`config.mk`:
```
export PLATFORM = sky130hd
export DESIGN_NAME = flsr_dev_flat
export DESIGN_NICKNAME = d
export VERILOG_FILES = /design/src/inc/flsr_pkg.sv /design/src/inc/flsr_if.sv /design/src/core/flsr_dev.sv /design/src/flat_wrapper.sv
export VERILOG_INCLUDE_DIRS = /design/src /design/src/inc
export SDC_FILE = /design/constraint.sdc
export NUM_CORES = 1
export LEC_CHECK = 0
export BUFFER_PORTS_ARGS = -buffer_cell sky130_fd_sc_hd__buf_4
export CAP_MARGIN = 10
export CORE_MARGIN = 8
export CORE_UTILIZATION = 44
export DETAILED_ROUTE_END_ITERATION = 6
export PLACE_DENSITY_LB_ADDON = 0.08
export SLEW_MARGIN = 25
export SYNTH_ARGS = -nofsm -noshare
export SYNTH_HDL_FRONTEND = slang
export SYNTH_SLANG_ARGS = --single-unit
```
`constraint.sdc`:
```
create_clock -name core_clk -period 2.9 [get_ports core_clk]
set_input_delay 0.725 -clock core_clk [delete_from_list [all_inputs] [get_ports core_clk]]
set_output_delay 0.725 -clock core_clk [all_outputs]
set_load 0.03 [all_outputs]
```
`src/inc/flsr_regs.svh`:
```
// Operation
// RULE1 - Pointer 0x0001 plus armed read returns lock bits
// RULE2 - Select and enable bits clear themselves automatically
// RULE3 - Disarmed load performs ordinary flash read
// RULE4 - Pointer 0x0000 returns fuse low byte
// RULE5 - Pointer 0x0003 returns fuse high byte
// RULE6 - Pointer 0x0002 returns extended fuse byte
// RULE7 - Programmed bits read zero, unprogrammed read one
// RULE8 - Signature mode load returns addressed row byte
// RULE9 - Signature mode clears after read or timeout
// RULE10 - Identification bytes sit at 0x0000, 0x0002, 0x0004
// RULE11 - Calibration byte at 0x0001, others reserved
// RULE12 - Reset does not abort a running write
// RULE13 - Each flash write lasts 3.7 to 4.5 ms
// RULE14 - During erase or write only safe region fetchable
// RULE15 - Software polls enable bit clear before commanding
// RULE16 - Software waits EEPROM idle, masks interrupts
// RULE17 - Software repeats re-enable while busy flag set
// RULE18 - Program boot lock bits when no updates needed
// RULE19 - Busy flag holds while section is busy
// RULE20 - Lock write pattern X0001001, store within four
// RULE21 - Window counts from cycle after control write
// RULE22 - Reserved readback address returns all ones
`ifndef FLSR_REGS_SVH
`define FLSR_REGS_SVH

// ****************************************
// Control and status bit positions
// ****************************************
`define FLSR_BIT_STORE_PROG_ENABLE 0
`define FLSR_BIT_PAGE_ERASE_SELECT 1
`define FLSR_BIT_PAGE_WRITE_SELECT 2
`define FLSR_BIT_BLB 3
`define FLSR_BIT_RWW_READ_REENABLE 4
`define FLSR_BIT_SIG 5
`define FLSR_BIT_RWW_BUSY_FLAG 6

// ****************************************
// Readback addresses
// ****************************************
`define FLSR_ADDR_FUSE_LOW 16'h0000
`define FLSR_ADDR_LOCK 16'h0001
`define FLSR_ADDR_EXT_FUSE 16'h0002
`define FLSR_ADDR_FUSE_HIGH 16'h0003
`define FLSR_ADDR_SIG1 16'h0000
`define FLSR_ADDR_CAL 16'h0001
`define FLSR_ADDR_SIG2 16'h0002
`define FLSR_ADDR_SIG3 16'h0004
`define FLSR_RESERVED_BYTE 8'hff
`define FLSR_LOCK_PROG_MASK 8'h3f

// ****************************************
// Timing
// ****************************************
`define FLSR_LPM_WIN 3'h3
`define FLSR_SPM_WIN 3'h4
`define FLSR_CLK_NS 50
`define FLSR_PROG_MIN_NS 3700000
`define FLSR_PROG_MAX_NS 4500000

`endif
```
`src/inc/flsr_pkg.sv`:
```
package flsr_pkg;

    typedef enum logic [1:0] {
        FLSR_OP_NONE,
        FLSR_OP_ERASE,
        FLSR_OP_WRITE,
        FLSR_OP_LOCK
    } flsr_op_t;

    typedef enum logic [3:0] {
        FLSR_CMD_LOCK_RD,
        FLSR_CMD_FUSE_LOW_RD,
        FLSR_CMD_FUSE_HIGH_RD,
        FLSR_CMD_EXT_FUSE_RD,
        FLSR_CMD_SIG_RD,
        FLSR_CMD_LOCK_WR,
        FLSR_CMD_PAGE_ERASE,
        FLSR_CMD_PAGE_WRITE,
        FLSR_CMD_RWW_REENABLE
    } flsr_cmd_t;

    typedef enum logic [2:0] {
        FLSR_H_IDLE,
        FLSR_H_POLL,
        FLSR_H_EEWAIT,
        FLSR_H_WRITE,
        FLSR_H_ISSUE,
        FLSR_H_WAIT,
        FLSR_H_RWWCHK,
        FLSR_H_RESP
    } flsr_hstate_t;

endpackage : flsr_pkg

```
`src/inc/flsr_if.sv`:
```
`timescale 1ns/1ns
`default_nettype none
interface flsr_if;
    logic ctrl_wr;
    logic [7:0] ctrl_wdata;
    logic [7:0] ctrl_rdata;
    logic spm_exec;
    logic [7:0] spm_r0;
    logic lpm_req;
    logic [15:0] ptr;
    logic lpm_valid;
    logic [7:0] lpm_rdata;
    logic eeprom_write_pending;
    logic cpu_halt;

    modport dev (
        input ctrl_wr, ctrl_wdata, spm_exec, spm_r0, lpm_req, ptr,
        output ctrl_rdata, lpm_valid, lpm_rdata, eeprom_write_pending,
        output cpu_halt
    );
    modport host (
        output ctrl_wr, ctrl_wdata, spm_exec, spm_r0, lpm_req, ptr,
        input ctrl_rdata, lpm_valid, lpm_rdata, eeprom_write_pending,
        input cpu_halt
    );
endinterface : flsr_if
`default_nettype wire

```
`src/core/flsr_dev.sv`:
```
`timescale 1ns/1ns
`default_nettype none
`include "flsr_regs.svh"
module flsr_dev
    import flsr_pkg::*;
#(
    parameter int PROG_CYCLES =
        (`FLSR_PROG_MIN_NS + `FLSR_CLK_NS - 1) / `FLSR_CLK_NS,
    // Identification values are arbitrary
    parameter logic [7:0] SIG_BYTE1 = 8'h5a,
    parameter logic [7:0] SIG_BYTE2 = 8'h3c,
    parameter logic [7:0] SIG_BYTE3 = 8'h96,
    parameter logic [14:0] RWW_WORD_LIMIT = 15'h1c00
) (
    input wire logic core_clk,
    input wire logic rstn,
    flsr_if.dev bus,
    input wire logic [7:0] fuse_low_prog,
    input wire logic [7:0] fuse_high_prog,
    input wire logic [7:0] ext_fuse_prog,
    input wire logic [7:0] lock_prog,
    input wire logic [7:0] osc_cal,
    input wire logic eeprom_busy,
    output logic [15:0] flash_raddr,
    input wire logic [7:0] flash_rdata,
    output logic flash_op_start,
    output flsr_op_t flash_op,
    output logic [15:0] flash_op_addr,
    output logic lock_wr,
    output logic [7:0] lock_wr_data
);

    // ****************************************
    // Arming state
    // ****************************************
    logic armed;
    logic sel_cfg;
    logic sel_sig;
    logic sel_page_erase_select;
    logic sel_page_write_select;
    logic sel_rww_read_reenable;
    logic [2:0] win;
    logic lpm_hit;
    logic spm_hit;
    logic expire;
    logic prog_busy;
    logic prog_rww;
    logic [19:0] prog_cnt;
    logic rww_busy;
    logic [7:0] next_rdata;
    logic start_prog;
    logic ptr_in_rww;

    assign ptr_in_rww = bus.ptr[15:1] < RWW_WORD_LIMIT;

    assign lpm_hit = armed && bus.lpm_req && (sel_cfg || sel_sig)
        && (win < `FLSR_LPM_WIN); // RULE21
    assign spm_hit = armed && bus.spm_exec && !sel_sig
        && (win < `FLSR_SPM_WIN); // RULE20

    // Signature mode has no store partner, so it times out sooner
    always_comb begin
        if (sel_sig) begin
            expire = (win == `FLSR_LPM_WIN - 3'h1); // RULE9
        end else begin
            expire = (win == `FLSR_SPM_WIN - 3'h1); // RULE2
        end
    end

    // EEPROM activity and a running operation both lock out arming
    always_ff @(posedge core_clk) begin
        if (!rstn) begin
            armed <= 1'b0;
            sel_cfg <= 1'b0;
            sel_sig <= 1'b0;
            sel_page_erase_select <= 1'b0;
            sel_page_write_select <= 1'b0;
            sel_rww_read_reenable <= 1'b0;
            win <= 3'h0;
        end else if (bus.ctrl_wr && !armed && !prog_busy && !eeprom_busy)
        begin
            armed <= bus.ctrl_wdata[`FLSR_BIT_STORE_PROG_ENABLE];
            sel_cfg <= bus.ctrl_wdata[`FLSR_BIT_BLB];
            sel_sig <= bus.ctrl_wdata[`FLSR_BIT_SIG];
            sel_page_erase_select <= bus.ctrl_wdata[`FLSR_BIT_PAGE_ERASE_SELECT];
            sel_page_write_select <= bus.ctrl_wdata[`FLSR_BIT_PAGE_WRITE_SELECT];
            sel_rww_read_reenable <= bus.ctrl_wdata[`FLSR_BIT_RWW_READ_REENABLE];
            win <= 3'h0; // RULE21
        end else if (armed) begin
            if (lpm_hit || spm_hit || expire) begin
                armed <= 1'b0; // RULE2 RULE9
                sel_cfg <= 1'b0;
                sel_sig <= 1'b0;
                sel_page_erase_select <= 1'b0;
                sel_page_write_select <= 1'b0;
                sel_rww_read_reenable <= 1'b0;
                win <= 3'h0;
            end else begin
                win <= win + 3'h1;
            end
        end else if (!armed) begin
            sel_cfg <= 1'b0;
            sel_sig <= 1'b0;
            sel_page_erase_select <= 1'b0;
            sel_page_write_select <= 1'b0;
            sel_rww_read_reenable <= 1'b0;
        end
    end

    // ****************************************
    // Programming timer
    // ****************************************
    assign start_prog = rstn && spm_hit
        && (sel_page_erase_select || sel_page_write_select || sel_cfg);

    // A running write ignores reset so the cells are never half done
    // Busy is tested first so an unknown power-up value still resets
    always_ff @(posedge core_clk) begin
        if (prog_busy) begin
            if (prog_cnt == 20'(PROG_CYCLES - 1)) begin
                prog_busy <= 1'b0; // RULE13
                prog_cnt <= 20'h0;
                flash_op <= FLSR_OP_NONE;
            end else begin
                prog_cnt <= prog_cnt + 20'h1;
            end
        end else if (!rstn) begin
            prog_busy <= 1'b0; // RULE12
            prog_cnt <= 20'h0;
            prog_rww <= 1'b0;
            flash_op <= FLSR_OP_NONE;
            flash_op_addr <= 16'h0;
            lock_wr_data <= 8'h0;
        end else if (start_prog) begin
            prog_busy <= 1'b1;
            prog_cnt <= 20'h0;
            flash_op_addr <= bus.ptr;
            lock_wr_data <= ~bus.spm_r0 & `FLSR_LOCK_PROG_MASK; // RULE20
            if (sel_page_erase_select) begin
                flash_op <= FLSR_OP_ERASE;
                prog_rww <= ptr_in_rww;
            end else if (sel_page_write_select) begin
                flash_op <= FLSR_OP_WRITE;
                prog_rww <= ptr_in_rww;
            end else begin
                flash_op <= FLSR_OP_LOCK;
                prog_rww <= 1'b0;
            end
        end
    end

    always_ff @(posedge core_clk) begin
        if (!rstn) begin
            flash_op_start <= 1'b0;
        end else begin
            flash_op_start <= start_prog;
        end
    end

    // Commit pulse must survive a reset that lands mid-write
    always_ff @(posedge core_clk) begin
        lock_wr <= prog_busy && (flash_op == FLSR_OP_LOCK)
            && (prog_cnt == 20'(PROG_CYCLES - 1)); // RULE12
    end

    // ****************************************
    // Section busy flag
    // ****************************************
    always_ff @(posedge core_clk) begin
        if (start_prog && (sel_page_erase_select || sel_page_write_select)
            && ptr_in_rww) begin
            rww_busy <= 1'b1; // RULE19
        end else if (prog_busy && prog_rww) begin
            rww_busy <= 1'b1; // RULE12 RULE19
        end else if (!rstn) begin
            rww_busy <= 1'b0;
        end else if (spm_hit && sel_rww_read_reenable) begin
            rww_busy <= 1'b0; // RULE19
        end
    end

    // Lock writes leave the whole array readable
    assign bus.cpu_halt = prog_busy && !prog_rww
        && (flash_op != FLSR_OP_LOCK); // RULE14
    assign bus.eeprom_write_pending = eeprom_busy;

    always_comb begin
        bus.ctrl_rdata = 8'h0;
        bus.ctrl_rdata[`FLSR_BIT_STORE_PROG_ENABLE] = armed || prog_busy; // RULE15
        bus.ctrl_rdata[`FLSR_BIT_PAGE_ERASE_SELECT] = sel_page_erase_select
            || (flash_op == FLSR_OP_ERASE);
        bus.ctrl_rdata[`FLSR_BIT_PAGE_WRITE_SELECT] = sel_page_write_select
            || (flash_op == FLSR_OP_WRITE);
        bus.ctrl_rdata[`FLSR_BIT_BLB] = sel_cfg
            || (flash_op == FLSR_OP_LOCK);
        bus.ctrl_rdata[`FLSR_BIT_SIG] = sel_sig;
        bus.ctrl_rdata[`FLSR_BIT_RWW_BUSY_FLAG] = rww_busy; // RULE19
    end

    // ****************************************
    // Load data path
    // ****************************************
    function automatic logic [7:0] cfg_byte(input logic [15:0] a);
        logic [7:0] r;
        r = `FLSR_RESERVED_BYTE; // RULE22
        unique case (a)
            `FLSR_ADDR_FUSE_LOW: r = ~fuse_low_prog; // RULE4 RULE7
            `FLSR_ADDR_LOCK: r = ~lock_prog; // RULE1 RULE7
            `FLSR_ADDR_EXT_FUSE: r = ~ext_fuse_prog; // RULE6 RULE7
            `FLSR_ADDR_FUSE_HIGH: r = ~fuse_high_prog; // RULE5 RULE7
            default: r = `FLSR_RESERVED_BYTE; // RULE22
        endcase
        return r;
    endfunction : cfg_byte

    function automatic logic [7:0] sig_byte(input logic [15:0] a);
        logic [7:0] r;
        r = `FLSR_RESERVED_BYTE;
        unique case (a)
            `FLSR_ADDR_SIG1: r = SIG_BYTE1; // RULE10
            `FLSR_ADDR_SIG2: r = SIG_BYTE2; // RULE10
            `FLSR_ADDR_SIG3: r = SIG_BYTE3; // RULE10
            `FLSR_ADDR_CAL: r = osc_cal; // RULE11
            default: r = `FLSR_RESERVED_BYTE; // RULE11 RULE22
        endcase
        return r;
    endfunction : sig_byte

    assign flash_raddr = bus.ptr;

    always_comb begin
        if (lpm_hit && sel_sig) begin
            next_rdata = sig_byte(bus.ptr); // RULE8
        end else if (lpm_hit) begin
            next_rdata = cfg_byte(bus.ptr); // RULE1
        end else if (rww_busy && ptr_in_rww) begin
            next_rdata = `FLSR_RESERVED_BYTE; // RULE14
        end else begin
            next_rdata = flash_rdata; // RULE3
        end
    end

    always_ff @(posedge core_clk) begin
        if (!rstn) begin
            bus.lpm_valid <= 1'b0;
            bus.lpm_rdata <= 8'h0;
        end else begin
            bus.lpm_valid <= bus.lpm_req;
            if (bus.lpm_req) begin
                bus.lpm_rdata <= next_rdata;
            end
        end
    end

endmodule : flsr_dev
`default_nettype wire

```
`src/flat_wrapper.sv`:
```
// flat-port wrapper written by rule: the top's interface ports become plain ports
module flsr_dev_flat import flsr_pkg::*;
#(
    parameter int PROG_CYCLES =
        (`FLSR_PROG_MIN_NS + `FLSR_CLK_NS - 1) / `FLSR_CLK_NS,
                                          
    parameter logic [7:0] SIG_BYTE1 = 8'h5a,
    parameter logic [7:0] SIG_BYTE2 = 8'h3c,
    parameter logic [7:0] SIG_BYTE3 = 8'h96,
    parameter logic [14:0] RWW_WORD_LIMIT = 15'h1c00
)
  (core_clk, rstn, fuse_low_prog, fuse_high_prog, ext_fuse_prog, lock_prog, osc_cal, eeprom_busy, flash_raddr, flash_rdata, flash_op_start, flash_op, flash_op_addr, lock_wr, lock_wr_data, bus_ctrl_wr, bus_ctrl_wdata, bus_spm_exec, bus_spm_r0, bus_lpm_req, bus_ptr, bus_ctrl_rdata, bus_lpm_valid, bus_lpm_rdata, bus_eeprom_write_pending, bus_cpu_halt);
  flsr_if bus_i ();
  input wire logic core_clk;
  input wire logic rstn;
  input wire logic [7:0] fuse_low_prog;
  input wire logic [7:0] fuse_high_prog;
  input wire logic [7:0] ext_fuse_prog;
  input wire logic [7:0] lock_prog;
  input wire logic [7:0] osc_cal;
  input wire logic eeprom_busy;
  output logic [15:0] flash_raddr;
  input wire logic [7:0] flash_rdata;
  output logic flash_op_start;
  output flsr_op_t flash_op;
  output logic [15:0] flash_op_addr;
  output logic lock_wr;
  output logic [7:0] lock_wr_data;
  input wire logic [$bits(bus_i.ctrl_wr)-1:0] bus_ctrl_wr;
  input wire logic [$bits(bus_i.ctrl_wdata)-1:0] bus_ctrl_wdata;
  input wire logic [$bits(bus_i.spm_exec)-1:0] bus_spm_exec;
  input wire logic [$bits(bus_i.spm_r0)-1:0] bus_spm_r0;
  input wire logic [$bits(bus_i.lpm_req)-1:0] bus_lpm_req;
  input wire logic [$bits(bus_i.ptr)-1:0] bus_ptr;
  output wire logic [$bits(bus_i.ctrl_rdata)-1:0] bus_ctrl_rdata;
  output wire logic [$bits(bus_i.lpm_valid)-1:0] bus_lpm_valid;
  output wire logic [$bits(bus_i.lpm_rdata)-1:0] bus_lpm_rdata;
  output wire logic [$bits(bus_i.eeprom_write_pending)-1:0] bus_eeprom_write_pending;
  output wire logic [$bits(bus_i.cpu_halt)-1:0] bus_cpu_halt;
  assign bus_i.ctrl_wr = bus_ctrl_wr;
  assign bus_i.ctrl_wdata = bus_ctrl_wdata;
  assign bus_i.spm_exec = bus_spm_exec;
  assign bus_i.spm_r0 = bus_spm_r0;
  assign bus_i.lpm_req = bus_lpm_req;
  assign bus_i.ptr = bus_ptr;
  assign bus_ctrl_rdata = bus_i.ctrl_rdata;
  assign bus_lpm_valid = bus_i.lpm_valid;
  assign bus_lpm_rdata = bus_i.lpm_rdata;
  assign bus_eeprom_write_pending = bus_i.eeprom_write_pending;
  assign bus_cpu_halt = bus_i.cpu_halt;
  flsr_dev #(.PROG_CYCLES(PROG_CYCLES), .SIG_BYTE1(SIG_BYTE1), .SIG_BYTE2(SIG_BYTE2), .SIG_BYTE3(SIG_BYTE3), .RWW_WORD_LIMIT(RWW_WORD_LIMIT)) u_core (.core_clk(core_clk), .rstn(rstn), .bus(bus_i), .fuse_low_prog(fuse_low_prog), .fuse_high_prog(fuse_high_prog), .ext_fuse_prog(ext_fuse_prog), .lock_prog(lock_prog), .osc_cal(osc_cal), .eeprom_busy(eeprom_busy), .flash_raddr(flash_raddr), .flash_rdata(flash_rdata), .flash_op_start(flash_op_start), .flash_op(flash_op), .flash_op_addr(flash_op_addr), .lock_wr(lock_wr), .lock_wr_data(lock_wr_data));
endmodule
```
==> metrics.txt, run 1 <==
Arrival @ worst endpoint=2.41 ns; TritonCTS clock tree=done; fin nets=566; pre-CTS setup slack=0.400 ns; layout cells sized above 1=34.3%; Wirelength per Cell=16.5 um; synthesized area per cell=10.1 um^2; grt total ovfl=0; hold buffers post-CTS=0; via count=3,067; f_max=0.450 GHz; # resized after CTS=0; crit path launch type=primary input; first-pass GRT wire length=15,700 um; Yosys reg bits=67; Sw Pwr=0.000699 W; largest incremental delay on the critical path=0.43 ns; area fraction of the dominant cell type after synthesis=36.9%; Main synth FF type=edfxtp_1; IO Port Bufs=140; antenna cells=0; min-delay worst type=flop to flop; Mapped Area=3660 um^2; Max H-tree Level=3; minimum clock period=2.22 ns; sequential share of power=50.0%; I/O pin total=149; share of the yosys chip area belonging to registers=49.0%; MaxCap Viol Count=0; Leakage Power=1.93 nW; Final Max Slew Viols=0; unrepaired setup endpoints after global routing=no; die height=107 um; largest net degree at the start of global routing=46; commonest non-fill, non-tap cell in the layout=buf_4; status=finished clean; synth top area cells=edfxtp_1, dfxtp_1, buf_4, nor2_1, xnor2_1; CP max stage cell=and4_1; first drt pass iteration count=4; kind of critical path=primary input to flop; FP Rows=33; clock share of power=27.8%; worst-margin pin slew=0.782 ns; Core ar.=8130 um^2; EDFF count, synth=45; Post-CTS Repair Setup Buffers=0; Final Hold Vio Count=0; post-DP HPWL=7560 um; synthesis-to-finish area growth=30.3%; cell count after synthesis=363; Yosys cell types=55; async set-reset flop share out of synthesis=0%; Comb pwr share=22.2%; final setup fails=0; clock sink count=67; most frequent cells in the layout=buf_4, edfxtp_1, nor2_1; root buf cell=clkbuf_8; RD Place Congestion=0.808; peak supply drop=0.275 mV; DR iter-0 viols=161; pwr/cell area=500 nW/um^2; Clk Latency, worst-skew pair=0.33 ns; TritonCTS Buffers=9; Final Skew=0.0120 ns; Residual DRC=0; Starting Density=45.0%; die area=11,500 um^2; Routed Antenna Nets=0; vias in the first global route=3,165; Worst Path Required=3.09 ns; Setup crit end kind=flop; initial antenna violation count=0; clk buf depth=2; Int Pwr=0.00168 W; Yosys top cell by area=edfxtp_1; Rel. slew slack=47.6%; worst setup margin=0.678 ns; Via density=5.23; Tot GR Track Use=17.1%; Worst-path clk slew=0.07 ns; setup_tns=0 ns; crit-path max FO=9; crit-path cells=buf_4 -> nor4_1 -> and4_1 -> nand2b_1 -> o31ai_1 -> a31oi_1; synth warn=0; Post-Route WL=9690 um; Final Cycle Share=76.6%; sw frac=29.4%; Die W=107 um
-- cell type report --
type	instances	area (um^2)
clock buffer	13	149
tap	105	131
sequential	67	1790
fill	744	3370
timing repair buffer	142	1070
inverter	11	41.3
multi-input combinational	245	1570
clock inverter	3	16.3
-- final timing paths --
kind              slack [ns]  cells after the start                       to                from
hold reg to reg         0.53                      1          u_core.rww_busy     u_core.prog_rww
hold / removal          0.53                      1          u_core.rww_busy     u_core.prog_rww
setup reg to reg        0.80                      4      u_core.prog_cnt[19]  u_core.prog_cnt[4]
setup / recovery        0.68                      6  u_core.bus.lpm_rdata[4]         bus_ptr[12]
-- per-layer routing --
| metal | global-route usage, % | share of wire (%) |
|---|---|---|
| met1 | 20.4 | 42 |
| met2 | 27.5 | 48 |
| met3 | 6.42 | 9.6 |
| met4 | 5.73 | 1.2 |
| met5 | 0 | 0 |
-- power by group through the flow --
| stage | Clock [W] | Combinational (W) | Sequential, W |
|---|---|---|---|
| global placement | 0 | 0.000529 | 0.00121 |
| global route | 0.000719 | 0.000574 | 0.00120 |
| finish | 0.000662 | 0.000529 | 0.00119 |
| CTS | 0.000677 | 0.000536 | 0.00119 |
| floorplan | 0 | 0.000272 | 0.00128 |
| detailed placement | 0 | 0.000534 | 0.00121 |
-- logic make-up after synthesis --
kind of cell | share of synthesized area [%]
AO/OA/AOI/OAI | 14.0
XOR/XNOR | 4.55
adder cells (fa/ha/maj) | 1.37
buffers and inverters | 8.48
flip-flops | 49.0
multiplexers | 1.09
other | 0.103
AND/OR/NAND/NOR | 21.5
-- registers in the layout, summed over array words and instances, names as in the netlist, 2 cells and up --
register and cells:
u_core.flash_op_addr 16, u_core.lock_wr_data 6, u_core.bus.lpm_rdata 8, u_core.win 3
u_core.flash_op 2, u_core.prog_cnt 20
-- critical path, delay by kind of cell --
family / cells / cell delay, ns
AND/OR/NAND/NOR: 3 / 1.01
AO/OA/AOI/OAI: 2 / 0.55
buffers and inverters: 1 / 0.12
-- stage by stage --
step	cells	hold WS (ns)	area, um^2	power (W)	utilization [%]
floorplan	366	0.471	3670	0.00155	-
global placement	570	0.492	4600	0.00174	56.6
detailed placement	570	0.508	4600	0.00175	56.6
CTS	586	0.527	4770	0.00240	58.6
global route	586	0.583	4770	0.00250	58.6
finish	586	0.533	4770	0.00238	58.6
-- synthesized netlist by cell type, types with 3 or more instances --
cell,n
mux2i_1,4
buf_2,4
o21ai_0,19
dfxtp_1,22
nand4_1,5
a22oi_1,6
nand2_1,15
and3b_1,3
a31oi_1,6
buf_4,23
o22ai_1,9
clkbuf_1,12
nand3_1,11
nand2b_1,8
nor3_1,4
o32ai_1,8
nor4_1,6
xor2_1,6
and4_1,3
ha_1,4
nor2b_1,12
and3_1,5
inv_1,11
and2_1,17
nor2_1,32
edfxtp_1,45
o31ai_1,7
o21a_1,5
a21oi_1,8
xnor2_1,13
Note: power is estimated with default switching activity, not from simulation.
==> inputs of run 2 (changes only) <==
Settings changed: CORE_UTILIZATION 44 to 45.
Clock period 2.9 ns to 2.09 ns, I/O delays scaled along.
==> metrics.txt, run 2 (same netlist as run 1, synthesis figures left out) <==
post-DP HPWL=7630 um (+0.89%); most frequent cells in the layout=buf_4, edfxtp_1, nor2_1; FP Rows=33 (unchanged); biggest registers after layout=u_core.prog_cnt: 20 flops, u_core.flash_op_addr: 16 flops, u_core.bus.lpm_rdata: 8 flops; Largest Register=u_core.prog_cnt; TritonCTS Buffers=9 (unchanged); grt total ovfl=0 (unchanged); clk buf depth=2 (unchanged); crit-path max FO=20 (+11); Final Hold Vio Count=0 (unchanged); fin nets=577 (+1.9%); minimum clock period=1.89 ns; vias in the first global route=3,076 (-2.8%); hold path depth=3 (+2); Wirelength per Cell=16.3 um (-1.5%); setup slack, reg-to-reg=0.20 ns (-0.60 ns); initial antenna violation count=0 (unchanged); hold_sp=bus_ctrl_wdata[0]; Arrival @ worst endpoint=1.98 ns (-0.43 ns); first-pass GRT wire length=15,400 um (-1.8%); hold path endpoint=u_core.armed; Setup crit end kind=flop; Largest register FFs=20 (unchanged); Worst Path Required=2.18 ns (-0.91 ns); Tot Pwr=0.00343 W (+44%); Hold WS=0.454 ns (-0.0786 ns); Fill cells=706 (-5.1%); hold buffers post-CTS=0 (unchanged); Leakage Power=2.02 nW (+4.6%); layout cells sized above 1=36.2% (+1.9 points); I/O pin total=149 (unchanged); Routed Antenna Nets=0 (unchanged); unrepaired setup endpoints after global routing=no; largest incremental delay on the critical path=0.55 ns (+0.12 ns); Die W=106 um (-0.95%); commonest non-fill, non-tap cell in the layout=buf_4; synthesis-to-finish area growth=34.6%; Met2 Wirelength=4530 um (-1.8%); # resized after CTS=0 (unchanged); clock sink count=67 (unchanged); peak supply drop=0.297 mV (+8.2%); cell area after layout=4920 um^2 (+3.3%); CP max stage cell=or4_4; crit-path cells=or4_4 -> nor4_2 -> nand2b_2 -> buf_12 -> nor2_1; kind of critical path=flop to flop; CP delay by family, top=simple AND/OR/NAND/NOR gates; Post-Route WL=9730 um (+0.36%); min-delay worst type=primary input to flop; Clk Latency, worst-skew pair=0.33 ns (about the same); root buf cell=clkbuf_8; Max H-tree Level=3 (unchanged); highest metal used=met4; Worst-path clk slew=0.07 ns (about the same); TritonCTS clock tree=done; Crit path buffers/inverters=1 (unchanged); Final Skew=0.00913 ns (-0.00288 ns); IO Port Bufs=140 (unchanged); crit path launch type=flop; RD Place Congestion=0.822 (+1.8%); dpl cell area=4740 um^2 (+3.0%); largest net degree at the start of global routing=42 (-8.7%); DR iter-0 viols=174 (+8.1%); Post-CTS Repair Setup Buffers=0 (unchanged); Tot GR Track Use=16.9% (-0.15 points); Residual DRC=0 (unchanged); WL met3=827 um (-11%); final std cells w/o fill=597 (+1.9%); Final Cycle Share=90.4%; status=finished clean; final setup fails=0 (unchanged); Via density=5.19 (-0.75%); f_max=0.529 GHz; Reg2Reg Depth=5 (+1); FF-to-FF Start=u_core.prog_cnt[5]; Critical Path Start=u_core.prog_cnt[5]; via count=3,101 (+1.1%); pwr/cell area=697 nW/um^2 (+40%); Starting Density=45.4% (+0.46 points); first drt pass iteration count=4 (unchanged); Post-Route M1 WL=4280 um (+6.2%); setup_tns=0 ns (unchanged); Core ar.=8050 um^2 (-1.0%); die height=106 um (-0.95%); placed insts=581 (+1.9%); die area=11,300 um^2 (-1.9%); MaxCap Viol Count=0 (unchanged); antenna cells=0 (unchanged); Final Max Slew Viols=0 (unchanged); worst reg2reg endpoint=u_core.prog_cnt[14]
-- run 2: power by group --
group	total [W]	internal [W]	switching, W	leakage, nW
clock	0.000999	0.000526	0.000473	0.0965
sequential	0.00165	0.00156	0.0000878	0.641
combinational	0.000787	0.000356	0.000431	1.28
total	0.00343	0.00244	0.000992	2.02
-- run 2: cell type report --
cell class | count | area (um^2) | share of cell area, %
clock buffers | 14 | 173 | 3.51
repair buffers | 153 | 1200 | 24.3
clock inverters | 2 | 10.0 | 0.203
flip-flops and latches | 67 | 1790 | 36.4
multi-input cells | 245 | 1580 | 32.1
well taps | 105 | 131 | 2.67
inverters | 11 | 41.3 | 0.838
-- run 2: how the worst max path moves through the flow --
stage / slack, ns / depth (start not counted) / end
finish: 0.20 / 5 / u_core.prog_cnt[14]
CTS: 0.19 / 5 / u_core.prog_cnt[14]
detailed placement: 0.12 / 6 / u_core.bus.lpm_rdata[0]
global placement: 0.12 / 6 / u_core.bus.lpm_rdata[1]
floorplan: 0.05 / 4 / u_core.flash_op[0]
global route: 0.005 / 6 / u_core.prog_cnt[8]
-- run 2: metal layers --
metal  vias up  GRT usage [%]
met3         7           5.81
met1      1436           21.9
met2       114           26.3
li1       1544              -
met5         -              0
met4         0           4.72
-- run 2: worst register-to-register path, delay by kind of cell (launching register included) --
kind	cells	cell delay [ns]
simple gates	4	1.09
flops	1	0.40
buf+inv	1	0.16
-- run 2: per-stage QoR --
stage	worst slack, ns	utilization (%)
final	0.200	61.2
after global routing	0.00541	61.2
after CTS	0.191	61.2
after global placement	0.122	58.9
after floorplan	0.0532	-
after detailed placement	0.119	58.9
